<file path="src/core/trip_vote_pkg.sv">
// Package of constants, enumerations and carrier types for the division trip voting logic
`default_nettype none

package trip_vote_pkg;

  // ************************************************************
  // Division and train structure
  // ************************************************************
  localparam int NDIV       = 4;   // Instrumentation divisions
  localparam int VOTE_MIN   = 2;   // Coincident trips needed, with or without a bypass
  localparam int STD_TRAINS = 2;   // Redundant vote trains per division
  localparam int DPV_TRAINS = 3;   // Trains for the depressurization valve path
  localparam int NUM_VARS   = 8;   // Safety functions handled by this division
  localparam int VAL_W      = 16;  // Width of a processed sensor value

  // ************************************************************
  // Timing
  // ************************************************************
  localparam int CLK_MHZ         = 25;   // Core clock rate
  localparam int BYP_TIMEOUT_US  = 100;  // Longest silence of a bypass switch link
  localparam int BYP_TIMEOUT_CYC = (BYP_TIMEOUT_US * CLK_MHZ > 0) ? BYP_TIMEOUT_US * CLK_MHZ : 1;

  // ************************************************************
  // Bypass interlock states and status carrier
  // ************************************************************
  typedef enum logic [1:0] {
    BYP_NONE = 2'h1,
    BYP_HELD = 2'h2
  } byp_state_e;

  typedef struct packed {
    logic            active;     // A sensor division is bypassed, voting is two-of-three
    logic            reject;     // A second bypass request is being refused
    logic [NDIV-1:0] link_lost;  // Bypass switch links timed out
    logic [NDIV-1:0] division;   // One-hot bypassed division
  } byp_status_s;

endpackage : trip_vote_pkg

`default_nettype wire

</file>
<file path="src/core/division_trip_vote.sv">
// Per-division setpoint comparison, redundant two-of-four voting, bypass interlock and alarms
`timescale 1ns/1ps
`default_nettype none

module division_trip_vote #(
  parameter int NV              = trip_vote_pkg::NUM_VARS,
  parameter int VW              = trip_vote_pkg::VAL_W,
  parameter int OWN_DIV         = 0,
  parameter int DPV_FUNC        = 0,
  parameter int BYP_TIMEOUT_CYC = trip_vote_pkg::BYP_TIMEOUT_CYC
) (
  input  wire logic                                         CLK,
  input  wire logic                                         RST,
  input  wire logic [NV-1:0][VW-1:0]                        SENSOR_VAL,
  input  wire logic [NV-1:0][VW-1:0]                        SETPOINT,
  input  wire logic [NV-1:0]                                TRIP_BELOW,
  input  wire logic [trip_vote_pkg::NDIV-1:0][NV-1:0]       REMOTE_TRIP,
  input  wire logic [trip_vote_pkg::NDIV-1:0]               BYP_SW,
  input  wire logic [trip_vote_pkg::NDIV-1:0]               BYP_UPD,
  input  wire logic [NV-1:0]                                MANUAL_INIT,
  input  wire logic [NV-1:0]                                SEQ_DONE,
  input  wire logic [trip_vote_pkg::STD_TRAINS-1:0]         STD_FAULT,
  input  wire logic [trip_vote_pkg::DPV_TRAINS-1:0]         DPV_FAULT,
  input  wire logic                                         ALARM_ACK,
  output logic      [trip_vote_pkg::STD_TRAINS-1:0][NV-1:0] ESF_TRAIN_TRIP,
  output logic      [trip_vote_pkg::DPV_TRAINS-1:0]         DPV_TRAIN_TRIP,
  output logic      [trip_vote_pkg::STD_TRAINS-1:0]         TRAIN_ALARM,
  output logic      [trip_vote_pkg::DPV_TRAINS-1:0]         DPV_ALARM,
  output trip_vote_pkg::byp_status_s                        BYP_STATUS
);

  // ************************************************************
  // Local types and helpers
  // ************************************************************
  localparam int ND   = trip_vote_pkg::NDIV;
  localparam int NS   = trip_vote_pkg::STD_TRAINS;
  localparam int NP   = trip_vote_pkg::DPV_TRAINS;
  localparam int TO_W = $clog2(BYP_TIMEOUT_CYC + 1);
  localparam logic [TO_W-1:0] TO_LAST = TO_W'(BYP_TIMEOUT_CYC - 1);

  typedef struct packed {
    logic [ND-1:0][NV-1:0]   div_q;     // Registered flags of all four divisions
    logic [ND-1:0]           sw_q;      // Last switch position received per division
    logic [ND-1:0][TO_W-1:0] tmo;       // Silence counters of the switch links
    logic [ND-1:0]           lost;      // Switch links declared lost
    trip_vote_pkg::byp_state_e byp_st;  // Interlock state
    logic [ND-1:0]           byp;       // Accepted bypass, one-hot or zero
    logic                    reject;    // Second request refused
    logic [NS-1:0][NV-1:0]   std_lat;   // Latched trips of the ordinary trains
    logic [NP-1:0]           dpv_lat;   // Latched trips of the valve path trains
    logic [NV-1:0]           ref_lat;   // Checker copy of the latched trips
    logic [NS-1:0]           std_alarm; // Sticky train failure alarms
    logic [NP-1:0]           dpv_alarm; // Sticky valve path train alarms
  } state_s;

  localparam state_s ST_RST = '{byp_st: trip_vote_pkg::BYP_NONE, default: '0};

  // Number of set bits among the four divisions
  function automatic logic [2:0] count4(input logic [ND-1:0] bits);
    logic [2:0] n;
    n = 3'h0;
    for (int i = 0; i < ND; i++) begin
      n = n + {2'h0, bits[i]};
    end
    return n;
  endfunction : count4

  // Coincidence vote of one function with bypassed divisions masked out
  function automatic logic vote_fn(input logic [ND-1:0] flags, input logic [ND-1:0] mask);
    return count4(flags & ~mask) >= 3'(trip_vote_pkg::VOTE_MIN);
  endfunction : vote_fn

  state_s          st;
  state_s          next_st;
  logic [NV-1:0]   own_flag;
  logic [NV-1:0]   vote_vec;
  logic [ND-1:0]   req;

  // ************************************************************
  // Setpoint trip units and vote decisions
  // ************************************************************

  // Compare each processed value with its setpoint, high or low trip
  always_comb begin
    for (int v = 0; v < NV; v++) begin
      own_flag[v] = TRIP_BELOW[v] ? (SENSOR_VAL[v] <= SETPOINT[v])
                                  : (SENSOR_VAL[v] >= SETPOINT[v]);
    end
  end

  // Coincidence vote of every function over the registered division flags
  always_comb begin
    for (int v = 0; v < NV; v++) begin
      logic [ND-1:0] f;
      f = '0;
      for (int d = 0; d < ND; d++) begin
        f[d] = st.div_q[d][v];
      end
      vote_vec[v] = vote_fn(f, st.byp);
    end
  end

  // Effective bypass requests, a silent switch counts as no bypass
  assign req = st.sw_q & ~st.lost;

  // ************************************************************
  // Next state
  // ************************************************************
  always_comb begin
    next_st = st;

    // Own flags and remote flags registered together each cycle
    for (int d = 0; d < ND; d++) begin
      next_st.div_q[d] = (d == OWN_DIV) ? own_flag : REMOTE_TRIP[d];
    end

    // Switch link supervision: update refreshes, silence times out
    for (int d = 0; d < ND; d++) begin
      if (BYP_UPD[d]) begin
        next_st.sw_q[d] = BYP_SW[d];
        next_st.tmo[d]  = '0;
        next_st.lost[d] = 1'b0;
      end else if (st.tmo[d] >= TO_LAST) begin
        next_st.lost[d] = 1'b1;
      end else begin
        next_st.tmo[d]  = st.tmo[d] + TO_W'(1);
      end
    end

    // Bypass interlock: one division at a time, others refused
    case (st.byp_st)
      trip_vote_pkg::BYP_NONE: begin
        next_st.reject = count4(req) > 3'h1;
        if (count4(req) == 3'h1) begin
          next_st.byp_st = trip_vote_pkg::BYP_HELD;
          next_st.byp    = req;
        end
      end
      trip_vote_pkg::BYP_HELD: begin
        next_st.reject = (req & ~st.byp) != '0;
        if ((req & st.byp) == '0) begin
          next_st.byp_st = trip_vote_pkg::BYP_NONE;
          next_st.byp    = '0;
        end
      end
      default: begin
        next_st.byp_st = trip_vote_pkg::BYP_NONE;
        next_st.byp    = '0;
        next_st.reject = 1'b0;
      end
    endcase

    // Ordinary trains: latch vote or manual trip until the sequence completes
    for (int t = 0; t < NS; t++) begin
      if (!STD_FAULT[t]) begin
        next_st.std_lat[t] = vote_vec | MANUAL_INIT | (st.std_lat[t] & ~SEQ_DONE);
      end
    end

    // Valve path trains follow the selected function independently
    for (int t = 0; t < NP; t++) begin
      if (!DPV_FAULT[t]) begin
        next_st.dpv_lat[t] = vote_vec[DPV_FUNC] | MANUAL_INIT[DPV_FUNC]
                             | (st.dpv_lat[t] & ~SEQ_DONE[DPV_FUNC]);
      end
    end

    // Checker copy runs every cycle, never halted by a train fault
    next_st.ref_lat = vote_vec | MANUAL_INIT | (st.ref_lat & ~SEQ_DONE);

    // Any train disagreeing with the checker raises a sticky alarm, set beats acknowledge
    for (int t = 0; t < NS; t++) begin
      next_st.std_alarm[t] = (st.std_lat[t] != st.ref_lat) | (st.std_alarm[t] & ~ALARM_ACK);
    end
    for (int t = 0; t < NP; t++) begin
      next_st.dpv_alarm[t] = (st.dpv_lat[t] != st.ref_lat[DPV_FUNC])
                             | (st.dpv_alarm[t] & ~ALARM_ACK);
    end
  end

  // State register
  always_ff @(posedge CLK or posedge RST) begin
    if (RST) begin
      st <= ST_RST;
    end else begin
      st <= next_st;
    end
  end

  // ************************************************************
  // Outputs
  // ************************************************************

  // Each train drives its own series driver; no trip-output bypass on this path
  assign ESF_TRAIN_TRIP = st.std_lat;
  assign DPV_TRAIN_TRIP = st.dpv_lat;
  assign TRAIN_ALARM    = st.std_alarm;
  assign DPV_ALARM      = st.dpv_alarm;

  // Bypass status toward the operator station
  assign BYP_STATUS.active    = st.byp != '0;
  assign BYP_STATUS.reject    = st.reject;
  assign BYP_STATUS.link_lost = st.lost;
  assign BYP_STATUS.division  = st.byp;

  // ************************************************************
  // Assertions
  // ************************************************************

  // Interlock never holds more than one division in bypass
  a_bypass_single: assert property (@(posedge CLK) disable iff (RST)
    $onehot0(st.byp))
    else $error("more than one sensor division bypassed");

  // A single clean request from the idle state is taken on the next edge
  a_bypass_accept: assert property (@(posedge CLK) disable iff (RST)
    (st.byp_st == trip_vote_pkg::BYP_NONE && count4(req) == 3'h1) |=> (st.byp == $past(req)))
    else $error("single bypass request not accepted");

  // Two requests from idle are refused and nothing is taken
  a_idle_reject: assert property (@(posedge CLK) disable iff (RST)
    (st.byp_st == trip_vote_pkg::BYP_NONE && count4(req) > 3'h1) |=> (st.reject && st.byp == '0))
    else $error("second bypass from idle not refused");

  // A further request while one division is held is refused
  a_bypass_reject: assert property (@(posedge CLK) disable iff (RST)
    (st.byp_st == trip_vote_pkg::BYP_HELD && (req & ~st.byp) != '0) |=> st.reject)
    else $error("second bypass while held not refused");

  // Dropping the held request restores two-of-four voting on the next edge
  a_bypass_release: assert property (@(posedge CLK) disable iff (RST)
    (st.byp_st == trip_vote_pkg::BYP_HELD && (req & st.byp) == '0) |=> (st.byp == '0))
    else $error("bypass kept after request removed");

  // A lost switch link removes its bypass one cycle later
  a_bypass_lost: assert property (@(posedge CLK) disable iff (RST)
    ((st.lost & st.byp) != '0) |=> ((st.byp & $past(st.lost)) == '0))
    else $error("bypass kept after switch link loss");

  // Links whose silence counter has run out with no update on this edge
  logic [ND-1:0] tmo_hit;
  always_comb begin
    for (int d = 0; d < ND; d++) begin
      tmo_hit[d] = (st.tmo[d] == TO_LAST) && !BYP_UPD[d];
    end
  end

  // Any silent link is declared lost after the timeout count
  a_link_timeout: assert property (@(posedge CLK) disable iff (RST)
    (tmo_hit != '0) |=> ((st.lost & $past(tmo_hit)) == $past(tmo_hit)))
    else $error("switch link loss not declared");

  // An update on a link clears its loss on the next edge
  a_link_refresh: assert property (@(posedge CLK) disable iff (RST)
    (BYP_UPD != '0) |=> ((st.lost & $past(BYP_UPD)) == '0))
    else $error("updated switch link still lost");

  // Registered flags of the division after OWN_DIV equal its remote inputs of the previous cycle
  a_remote_reg: assert property (@(posedge CLK) disable iff (RST)
    ##1 (st.div_q[(OWN_DIV + 1) % ND] == $past(REMOTE_TRIP[(OWN_DIV + 1) % ND])))
    else $error("remote flags not registered");

  // Own comparator flags are registered with the remote flags
  a_trip_own: assert property (@(posedge CLK) disable iff (RST)
    ##1 (st.div_q[OWN_DIV] == $past(own_flag)))
    else $error("own trip flags not registered");

  // A vote or manual request is latched in the checker on the next edge
  a_vote_latch: assert property (@(posedge CLK) disable iff (RST)
    ((vote_vec | MANUAL_INIT) != '0) |=>
      ((st.ref_lat & $past(vote_vec | MANUAL_INIT)) == $past(vote_vec | MANUAL_INIT)))
    else $error("vote or manual trip not latched");

  // A manual request latches in a healthy ordinary train on the next edge
  a_manual_init: assert property (@(posedge CLK) disable iff (RST)
    (MANUAL_INIT != '0 && !STD_FAULT[0]) |=> ((st.std_lat[0] & $past(MANUAL_INIT)) == $past(MANUAL_INIT)))
    else $error("manual initiation not latched");

  // A manual request on the valve function trips a healthy valve train
  a_dpv_manual: assert property (@(posedge CLK) disable iff (RST)
    (MANUAL_INIT[DPV_FUNC] && !DPV_FAULT[1]) |=> st.dpv_lat[1])
    else $error("manual valve initiation not latched");

  // A latched trip stays until its completion input
  a_latch_hold: assert property (@(posedge CLK) disable iff (RST)
    ##1 (($past(st.std_lat[0]) & ~$past(SEQ_DONE) & ~st.std_lat[0]) == '0 || $past(STD_FAULT[0])))
    else $error("latched trip dropped before completion");

  // Completion with no vote or manual request clears a healthy train
  a_done_clear: assert property (@(posedge CLK) disable iff (RST)
    (SEQ_DONE == '1 && vote_vec == '0 && MANUAL_INIT == '0 && !STD_FAULT[0]) |=> (st.std_lat[0] == '0))
    else $error("latched trip kept after completion");

  // A latched valve trip stays until its completion input
  a_dpv_hold: assert property (@(posedge CLK) disable iff (RST)
    (st.dpv_lat[1] && !SEQ_DONE[DPV_FUNC]) |=> st.dpv_lat[1])
    else $error("latched valve trip dropped before completion");

  // A faulted train holds its outputs as they were
  a_fail_hold: assert property (@(posedge CLK) disable iff (RST)
    DPV_FAULT[0] |=> (st.dpv_lat[0] == $past(st.dpv_lat[0])))
    else $error("faulted train output changed");

  // A faulted ordinary train holds its outputs as they were
  a_std_fail_hold: assert property (@(posedge CLK) disable iff (RST)
    STD_FAULT[1] |=> (st.std_lat[1] == $past(st.std_lat[1])))
    else $error("faulted ordinary train output changed");

  // A train disagreeing with the checker is alarmed on the next edge
  a_train_alarm: assert property (@(posedge CLK) disable iff (RST)
    (st.std_lat[1] != st.ref_lat) |=> TRAIN_ALARM[1])
    else $error("train disagreement not alarmed");

  // A valve train disagreeing with the checker is alarmed on the next edge
  a_dpv_alarm: assert property (@(posedge CLK) disable iff (RST)
    (st.dpv_lat[0] != st.ref_lat[DPV_FUNC]) |=> DPV_ALARM[0])
    else $error("valve train disagreement not alarmed");

  // Acknowledge clears the ordinary train alarms once both ordinary trains agree with the checker
  a_alarm_clear: assert property (@(posedge CLK) disable iff (RST)
    (ALARM_ACK && st.std_lat[0] == st.ref_lat && st.std_lat[1] == st.ref_lat) |=> (TRAIN_ALARM == '0))
    else $error("train alarm not cleared by acknowledge");

  // Status stays up for the whole time a bypass is held
  a_bypass_shown: assert property (@(posedge CLK) disable iff (RST)
    BYP_STATUS.active == (st.byp_st == trip_vote_pkg::BYP_HELD))
    else $error("bypass active status missing");

  // Interlock state register always holds one legal one-hot code
  a_state_legal: assert property (@(posedge CLK) disable iff (RST)
    $onehot(st.byp_st))
    else $error("interlock state code illegal");

  // Main scenarios
  c_bypass_taken: cover property (@(posedge CLK) disable iff (RST)
    st.byp_st == trip_vote_pkg::BYP_NONE ##1 st.byp_st == trip_vote_pkg::BYP_HELD);
  c_second_reject: cover property (@(posedge CLK) disable iff (RST)
    st.reject && st.byp_st == trip_vote_pkg::BYP_HELD);
  c_dpv_trip: cover property (@(posedge CLK) disable iff (RST)
    st.dpv_lat == '1);
  c_train_fail: cover property (@(posedge CLK) disable iff (RST)
    st.std_alarm != '0);
  c_link_lost: cover property (@(posedge CLK) disable iff (RST)
    st.lost != '0);

endmodule : division_trip_vote

`default_nettype wire

</file>
<file path="config.mk">
export PLATFORM = sky130hd
export DESIGN_NAME = division_trip_vote
export DESIGN_NICKNAME = d
export VERILOG_FILES = /design/src/core/trip_vote_pkg.sv /design/src/core/division_trip_vote.sv
export SDC_FILE = /design/constraint.sdc
export NUM_CORES = 1
export LEC_CHECK = 0
export ABC_AREA = 1
export BUFFER_PORTS_ARGS = -buffer_cell sky130_fd_sc_hd__buf_2
export CORE_MARGIN = 2
export CORE_UTILIZATION = 47
export CTS_BUF_LIST = sky130_fd_sc_hd__clkbuf_4
export DETAILED_ROUTE_END_ITERATION = 10
export GPL_TIMING_DRIVEN = 0
export HOLD_SLACK_MARGIN = 0.05
export PLACE_DENSITY = 0.83
export SYNTH_ARGS = -nofsm -noshare
export SYNTH_HDL_FRONTEND = slang
export SYNTH_SLANG_ARGS = --single-unit
export TNS_END_PERCENT = 20
</file>
<file path="constraint.sdc">
create_clock -name CLK -period 4.5 [get_ports CLK]
set_input_delay 0.9 -clock CLK [delete_from_list [all_inputs] [get_ports CLK]]
set_output_delay 0.9 -clock CLK [all_outputs]
set_load 0.05 [all_outputs]
</file>
Word-level counts from Yosys, hierarchy flattened
Index checks and enable logic that the tools add are counted.
{"block": "classes", "multipliers": 0, "n_eq_ne": 14, "n_shift": 0, "bitwise": 40, "mux": 27, "addsub": 31, "reduce_logical": 8, "div_mod_pow": 0, "n_lt_le_gt_ge": 29}
{"cell": "greater-or-equal comparator 16 bit", "count": 8}
{"cell": "<= comparator 16 bit", "count": 8}
{"cell": "2-to-1 mux 12 bit", "count": 8}
{"cell": "adder 12 x 1 -> 12 bit, second input constant", "count": 4}
{"cell": "greater-or-equal comparator 12 bit, second input constant", "count": 4}
{"cell": "AND 4 bit", "count": 11}
{"cell": "OR 8 bit", "count": 4}
{"cell": "adder 2 x 1 -> 3 bit", "count": 9}
{"cell": "adder 3 x 1 -> 3 bit", "count": 9}
{"cell": "AND 8 bit", "count": 3}
{"cell": "greater-or-equal comparator 3 x 2 -> 1 bit, second input constant", "count": 8}
{"cell": "adder 1 x 1 -> 2 bit", "count": 9}
{"cell": "2-to-1 mux 1 bit", "count": 16}
{"cell": "inequality test 8 bit", "count": 2}
{"cell": "one-hot mux 7 bit (2 select lines)", "count": 1}
{"cell": "2-to-1 mux 6 bit", "count": 2}
{"cell": "inequality test 2 bit, second input constant", "count": 6}
{"cell": "OR 1 bit", "count": 9}
{"cell": "AND 1 bit", "count": 8}
{"cell": "inverter 4 bit", "count": 2}
{"cell": "inverter 8 bit", "count": 1}
{"cell": "nonzero test 2 bit", "count": 4}
{"cell": "nonzero test 4 bit", "count": 2}
{"cell": "logical NOT 4 bit", "count": 1}
{"cell": "7 further kinds", "count": 10}
{"block": "totals", "latchBits": 0, "mem_bits_rw": 0, "out_inout_bits": 34, "ff_bits": 127, "n_memories": 0, "word_cells": 176, "input_bits": 328, "romBits": 0}

Depth between registers and ports, before layout
Gate-level depths: netlist (run 1).
{"block": "logic_depth", "word_depth": 8, "ltp_mapped": 13, "depth_no_buf": 13}

Worst setup path before layout (run 1)
No wires, ideal clock.
{"block": "synth_path", "path_kind": "flip-flop to flip-flop", "from": "reg st[92] (netlist name)", "to": "reg st, in the netlist BYP_STATUS[1]", "n_path_buf": 1, "path_stages_with_launch": 12, "setup_ns": 0.118, "period_less_slack_ns": 2.316, "path_slack_ns": 2.184, "required_time_ns": 4.382, "arrival_ns": 2.198, "cell_sequence": "dfrtp_1 -> nand2_1 -> inv_1 -> fa_1 -> ha_1 -> inv_1 -> ha_1 -> o31ai_1 -> nand2_4 -> buf_12 -> nand2_2 -> o21ai_2"}
{"block": "synth_between", "elab_chain_len": 7, "elab_cells_between_ends": 12, "classes_between": "3 x add/sub; 3 x eq/ne; 2 x mux; 2 x bitwise; 2 x reduce/logical"}
{"element": "from (decl)", "line_no": "division_trip_vote.sv:73", "text": "state_s st;"}
{"element": "from (signal assigned)", "line_no": "division_trip_vote.sv:186", "text": "st <= next_st;"}
{"element": "AND 4 bit *", "line_no": "division_trip_vote.sv:104", "text": "assign req = st.sw_q & ~st.lost;"}
{"element": "adder 1 x 1 -> 2 bit", "line_no": "division_trip_vote.sv:63", "text": "n = n + {2'h0, bits[i]};"}
{"element": "adder 2 x 1 -> 3 bit", "line_no": "division_trip_vote.sv:63"}
{"element": "adder 3 x 1 -> 3 bit", "line_no": "division_trip_vote.sv:63"}
{"element": "equality test 3 x 1 -> 1 bit", "line_no": "division_trip_vote.sv:134", "text": "if (count4(req) == 3'h1) begin"}
{"element": "inequality test 2 bit (no line)"}
{"element": "AND reduction 2 bit (no line)"}
Mark *: on every way between the ends. The rest lies on a longest branch, timed or not. The select of a mux whose other input is x is not followed.
A chain may end at the register's enable or synchronous reset.

==> metrics.md, run 1 <==
| Metric | Value |
|---|---|
| Synthesized area per cell | 7.309 um2 |
| Leak | 7.389 nW |
| Latest clock arrival within the worst-skew pair | 540 ps |
| Dpl ws | 1972 ps |
| Distinct cells, synth | 38 |
| Pwr dens | 283.1 nW/um2 |
| Post-Synth Adder-Cell Area | 18.82% |
| Post-Synth XOR/XNOR Area | 0.6052% |
| Number of I/O pins | 362 |
| Min-Delay Path Class | in2async |
| Area after DPL | 12270 um2 |
| Ys async rst share | 100.0% |
| Worst vdd ir | 0.0001913 V |
| Status | finished clean |
| Area of the die | 22740 um2 |
| Ys Warns | 0 |
| Hpwl dp | 24950 um |
| Clk root buf | clkbuf_4 |
| CTS tree | yes |
| # hold bufs at CTS | 0 |
| Vias in the first global route | 10026 |
| Row count | 53 |
| Mapped cell area | 10130 um2 |
| Worst Path Required | 3600 ps |
| Die width | 150.8 um |
| Layout cells sized above 1 | 26.17% |
| Final WL | 29360 um |
| Synth area leader | dfrtp_1 |
| Post-synthesis net count | 1861 |
| Share of the synthesized area in the top cell type | 31.13% |
| Cells along the critical path | clkinv_1 > nand4_1 > buf_2 |
| Endpoints failing setup | 0 |
| Worst Skew | 15.87 ps |
| Initial antenna violation count | 12 |
| Setup total negative slack | 0 ps |
| TritonCTS Buffers | 17 |
| Period utilization | 62.15% |
| Ranking of synthesized cells by area | dfrtp_1 31%, ha_1 17%, nand2_1 13%, inv_1 10%, o21ai_0 4.2% |
| Slack of the critical path | 1703 ps |
| Largest family of logic cells by synthesized area | simple AND/OR/NAND/NOR gates |
| Finished Core Util | 59.21% |
| # placed instances | 2015 |
| WL/cell | 14.29 um |
| Top FF cell, synth | dfrtp_1 |
| Post-CTS Resized | 0 |
| Area growth syn-to-layout | 23.27% |
| Vias | 10296 |
| Flops & latches, synth | 127 |
| Register area share after synthesis | 31.39% |
| Post-route cell area | 12490 um2 |
| Global route total overflow | 0 |
| Slowest-stage cell, CP | dfrtp_1 |
| Final Critical Period | 2797 ps |
| CP peak stage delay | 430 ps |
| Mux contribution to synthesized area | 0% |
| Post-synth top cells | 342 x nand2_1, 276 x inv_1, 138 x ha_1, 126 x dfrtp_1, 85 x o21ai_0 |
| Worst Setup Start Kind | register |
| GRT Resource Usage Total | 26.21% |
| Hold slack | 309.2 ps |
| First-pass GRT wire length | 46530 um |
| Cell count after synthesis | 1386 |
| Core area | 21090 um2 |
| Setup CP Type | reg2out |
| Final count of hold timing violations | 0 |
| Total power | 3.535 mW |
| Largest net degree at the start of global routing | 101 |
| Setup Buffers After CTS | 0 |
| Clock Path Buffers | 2 |
| Die Ht | 150.8 um |
| Post-synthesis compound-gate area fraction | 9.128% |
| IO Port Bufs | 353 |
| Final Max Slew Viols | 0 |
| Max-Cap Viols | 0 |
| Post-Synth Simple-Gate Area | 26.15% |
| Fmax | 357.5 MHz |
| Most frequent cell after synthesis | nand2_1 |
| RSZ-0062 raised after global routing | false |
| Reg clk slew, reported paths | 110 ps |
| CP arrival | 1900 ps |
| CTS sink count | 127 |
| Routed Antenna Nets | 0 |
| Rel. slew slack | 67.23% |
| Total Nets Final | 2234 |
| Drt first pass iters | 6 |
| Drc violations | 0 |
| Worst slew pin tran | 491.5 ps |
| CTS H-tree depth | 4 |
| Routability cong. | 0.9560 |
| Post-Layout Cell Count | 2054 |
| Crit. End Element | output pin |
| Initial Util | 48.04% |
| EDFF count, synth | 0 |
| DR vias/cell | 5.013 |
| DRT iter0 DRCs | 472 |
| Worst-path maximum fanout | 10 |
==> per-layer routing <==
metal / GRT usage, % / part of all wire (%)
met1: 31.80 / 42
met4: 10.89 / 3.0
met3: 5.934 / 6.8
met5: 0 / 0.089
met2: 44.93 / 48
==> worst paths after layout <==
kind,slack [ps],start,cells past startpoint,to
max,1700,BYP_STATUS[3]$_DFFE_PP0P_,3,BYP_STATUS[9]
min,310,RST,2,DPV_ALARM[1]$_DFF_PP0_
max reg2reg,1920,BYP_STATUS[5]$_DFFE_PP0P_,12,BYP_STATUS[2]$_DFFE_PP0P_
min reg2reg,500,st[91]$_DFFE_PP0P_,2,st[91]$_DFFE_PP0P_
max in group asynchronous,3410,RST,3,st[37]$_DFFE_PP1P_
min in group CLK,460,REMOTE_TRIP[17],1,st[112]$_DFF_PP0_
==> cell families after synthesis <==
group / Yosys count
xor gates and xnor gates: 7
buffers and inverters: 328
and+or+nand+nor: 606
adders and majority gates: 147
DFF: 127
AOI/OAI and AO/OA: 171
==> cells in the final DEF, fill, tap and decap left out, types with 6 or more instances in the layout <==
master    instances
buf_2           358
nand2_1         342
inv_1           275
ha_1            138
dfrtp_1         126
o21ai_0          85
nand3_1          83
nor2_1           73
a21oi_1          54
nand4_1          51
buf_4            33
nor3_1           28
clkbuf_4         18
diode_2          10
nand2_2           9
a21o_1            9
fa_1              9
nand3_2           7
o21ai_1           7
clkinv_1          7
o21ai_2           7
or2_2             6
==> critical path: cells and delay by family (launching register included) <==
family | cells | cell delay [ps]
simple gates | 1 | 250
flops | 1 | 430
buf+inv | 2 | 670
==> registers in the layout, indices dropped and copies added, names as in the netlist <==
| signal | cells |
|---|---|
| BYP_STATUS | 9 |
| DPV_ALARM | 3 |
| DPV_TRAIN_TRIP | 3 |
| ESF_TRAIN_TRIP | 16 |
| TRAIN_ALARM | 2 |
| st | 94 |
==> where the power goes <==
| group | switching [mW] | internal, mW | total [mW] |
|---|---|---|---|
| Sequential | 0.108 | 1.27 | 1.38 |
| Clock | 0.400 | 0.201 | 0.601 |
| Combinational | 0.979 | 0.578 | 1.56 |
==> final cells by class <==
| type | count | area (um2) |
|---|---|---|
| Antenna cell | 10 | 25.02 |
| Buffer | 45 | 345.3 |
| Clock buffer | 18 | 135.1 |
| Clock inverter | 11 | 53.80 |
| Fill cell | 2001 | 8601 |
| Inverter | 283 | 1069 |
| Multi-Input combinational cell | 931 | 5542 |
| Sequential cell | 127 | 3179 |
| Tap cell | 275 | 344.1 |
| Timing Repair Buffer | 354 | 1794 |
Power figures use the tool's default switching activity.
==> run 2: changes to the inputs <==
- CORE_UTILIZATION: 47 -> 52
- PLACE_DENSITY: 0.83 -> 0.87
- clock period: 4.5 -> 2.69 ns (I/O delays scaled with it)
==> metrics.md, run 2 (same netlist as run 1, synthesis figures left out) <==
| Metric | Value |
|---|---|
| Die Ht | 143.6 um (-4.8%) |
| Final Max Slew Viols | 0 (unchanged) |
| Met2 Use GR | 49.95% (+5.0 points) |
| Vias | 10389 (+0.90%) |
| Final WL | 29580 um (+0.75%) |
| DR vias/cell | 5.053 (+0.81%) |
| Hpwl dp | 24820 um (-0.50%) |
| Final count of hold timing violations | 0 (unchanged) |
| Clk root buf | clkbuf_4 |
| # placed instances | 2007 (-0.40%) |
| Post-route cell area | 12670 um2 (+1.5%) |
| Met3 GRT Util | 8.197% (+2.3 points) |
| TritonCTS Buffers | 17 (unchanged) |
| IO Port Bufs | 353 (unchanged) |
| Row count | 51 (-3.8%) |
| Cells along the critical path | nand2_1 > inv_1 > fa_1 > ha_1 > inv_1 > ha_1 > o31ai_2 > nand2_4 > buf_12 > nand2_2 > o21ai_2 |
| Core area | 19270 um2 (-8.6%) |
| CTS sink count | 127 (unchanged) |
| CP arrival | 2960 ps (+1060 ps) |
| Latest clock arrival within the worst-skew pair | 550 ps (about the same) |
| Drc violations | 0 (unchanged) |
| Vias in the first global route | 10169 (+1.4%) |
| Met1 usage | 33.48% (+1.7 points) |
| Slack of the critical path | 176.5 ps (-1527 ps) |
| Drt first pass iters | 7 (+1) |
| Routability cong. | 0.9291 (-2.8%) |
| Leak | 7.469 nW (+1.1%) |
| Reg clk slew, reported paths | 110 ps (about the same) |
| Total power | 6.306 mW (+78%) |
| GRT Resource Usage Total | 28.81% (+2.6 points) |
| Largest reg by FF count | st |
| Setup total negative slack | 0 ps (unchanged) |
| Max reg flops | 94 (unchanged) |
| First-pass GRT wire length | 46510 um (about the same) |
| Crit. End Element | register |
| Fmax | 397.9 MHz |
| Area after DPL | 12290 um2 (+0.15%) |
| Busiest layer in global routing | met2 |
| Period utilization | 93.44% |
| CP peak stage delay | 560 ps (+130 ps) |
| Min-Delay Path Class | in2reg |
| Dpl ws | 176.9 ps (-1795 ps) |
| Area growth syn-to-layout | 25.06% |
| Post-Layout Cell Count | 2056 (+0.097%) |
| WL/cell | 14.39 um (+0.65%) |
| Final Critical Period | 2513 ps |
| Worst vdd ir | 0.0004467 V (+130%) |
| Setup CP Type | reg2reg |
| Worst slew pin tran | 583.0 ps (+91.49 ps) |
| Most common cell after layout, fill and taps aside | buf_2 |
| Worst Setup Start Kind | register |
| Worst Path Required | 3130 ps (-470 ps) |
| RSZ-0062 raised after global routing | false |
| Commonest cells after routing, fill and taps aside | 358 x buf_2, 342 x nand2_1, 275 x inv_1 |
| Largest net degree at the start of global routing | 42 (-58%) |
| Status | finished clean |
| Area of the die | 20610 um2 (-9.4%) |
| Routed Antenna Nets | 0 (unchanged) |
| Setup Buffers After CTS | 0 (unchanged) |
| CTS H-tree depth | 4 (unchanged) |
| Layout cells sized above 1 | 26.46% (+0.29 points) |
| Global route total overflow | 0 (unchanged) |
| DRT iter0 DRCs | 562 (+19%) |
| Max-Cap Viols | 0 (unchanged) |
| Total Nets Final | 2242 (+0.36%) |
| Pwr dens | 497.8 nW/um2 (+76%) |
| Endpoints failing setup | 0 (unchanged) |
| Worst Skew | 17.49 ps (+1.624 ps) |
| Number of I/O pins | 362 (unchanged) |
| Rel. slew slack | 61.05% (-6.2 points) |
| Slowest-stage cell, CP | fa_1 |
| Initial Util | 52.56% (+4.5 points) |
| Clock Path Buffers | 2 (unchanged) |
| CTS tree | yes |
| Initial antenna violation count | 10 (-2) |
| Die width | 143.6 um (-4.8%) |
| Worst-path maximum fanout | 10 (unchanged) |
==> run 2: cell count changes in the layout (fill, tap and decap cells not counted), moves of 2 or more <==
cell           delta
clkinvlp_4        +2
dlygate4sd3_1     +6
bufinv_16         +3
buf_12            +3
clkinv_1          -2
==> run 2: critical path: cells and delay by family, from the launching register on <==
family | cells | cell delay, ps
AND/OR/NAND/NOR | 3 | 300
buffers and inverters | 3 | 310
flip-flops | 1 | 400
AO/OA/AOI/OAI | 2 | 380
adder cells (fa/ha/maj) | 3 | 1020
==> run 2: area by class of cell <==
type / count / area (um2)
flip-flops and latches: 127 / 3179
plain buffers: 45 / 345.3
repair buffers: 362 / 1887
diodes: 11 / 27.53
clock buffers: 18 / 135.1
inverters: 283 / 1067
well taps: 265 / 331.6
multi-input cells: 931 / 5547
clock inverters: 14 / 148.9
fillers: 1673 / 6603
==> run 2: worst paths after layout <==
path | endpoint | from | cells after the start | slack, ps
min in group asynchronous | st[78]$_DFFE_PP0P_ | RST | 3 | 590
hold / removal | st[117]$_DFF_PP0_ | REMOTE_TRIP[22] | 1 | 90
hold reg to reg | st[91]$_DFFE_PP0P_ | st[91]$_DFFE_PP0P_ | 2 | 490
setup reg to reg | BYP_STATUS[1]$_DFFE_PP0P_ | st[92]$_DFFE_PP0P_ | 11 | 180
max in group asynchronous | st[110]$_DFF_PP0_ | RST | 5 | 1260
setup / recovery | BYP_STATUS[1]$_DFFE_PP0P_ | st[92]$_DFFE_PP0P_ | 11 | 180
==> run 2: what timing repair did <==
item / in CTS / in global routing
hold buffers: 1 / 5
endpoints found under the setup margin: 0 / 4
hold endpoints to repair: 17 / 5
resized for setup: 0 / 1
==> run 2: where the power goes <==
group	total [mW]	internal [mW]	switching, mW
Clock	1.35	0.635	0.718
Combinational	2.65	0.985	1.66
Sequential	2.30	2.12	0.182
Total	6.31	3.74	2.56
==> run 2: metrics by stage <==
step	utilization, %	hold WS (ps)
global route	65.67	50.06
finish	65.74	88.56
CTS	65.31	58.00
floorplan	-	442.2
global placement	63.47	454.5
detailed placement	63.78	464.0
==> run 2: per-layer routing <==
metal / wire length [um] / vias to the layer above
met5: 13 / -
met4: 948 / 2
met2: 14510 / 397
met3: 2471 / 74
met1: 11640 / 4724
li1: - / 5192
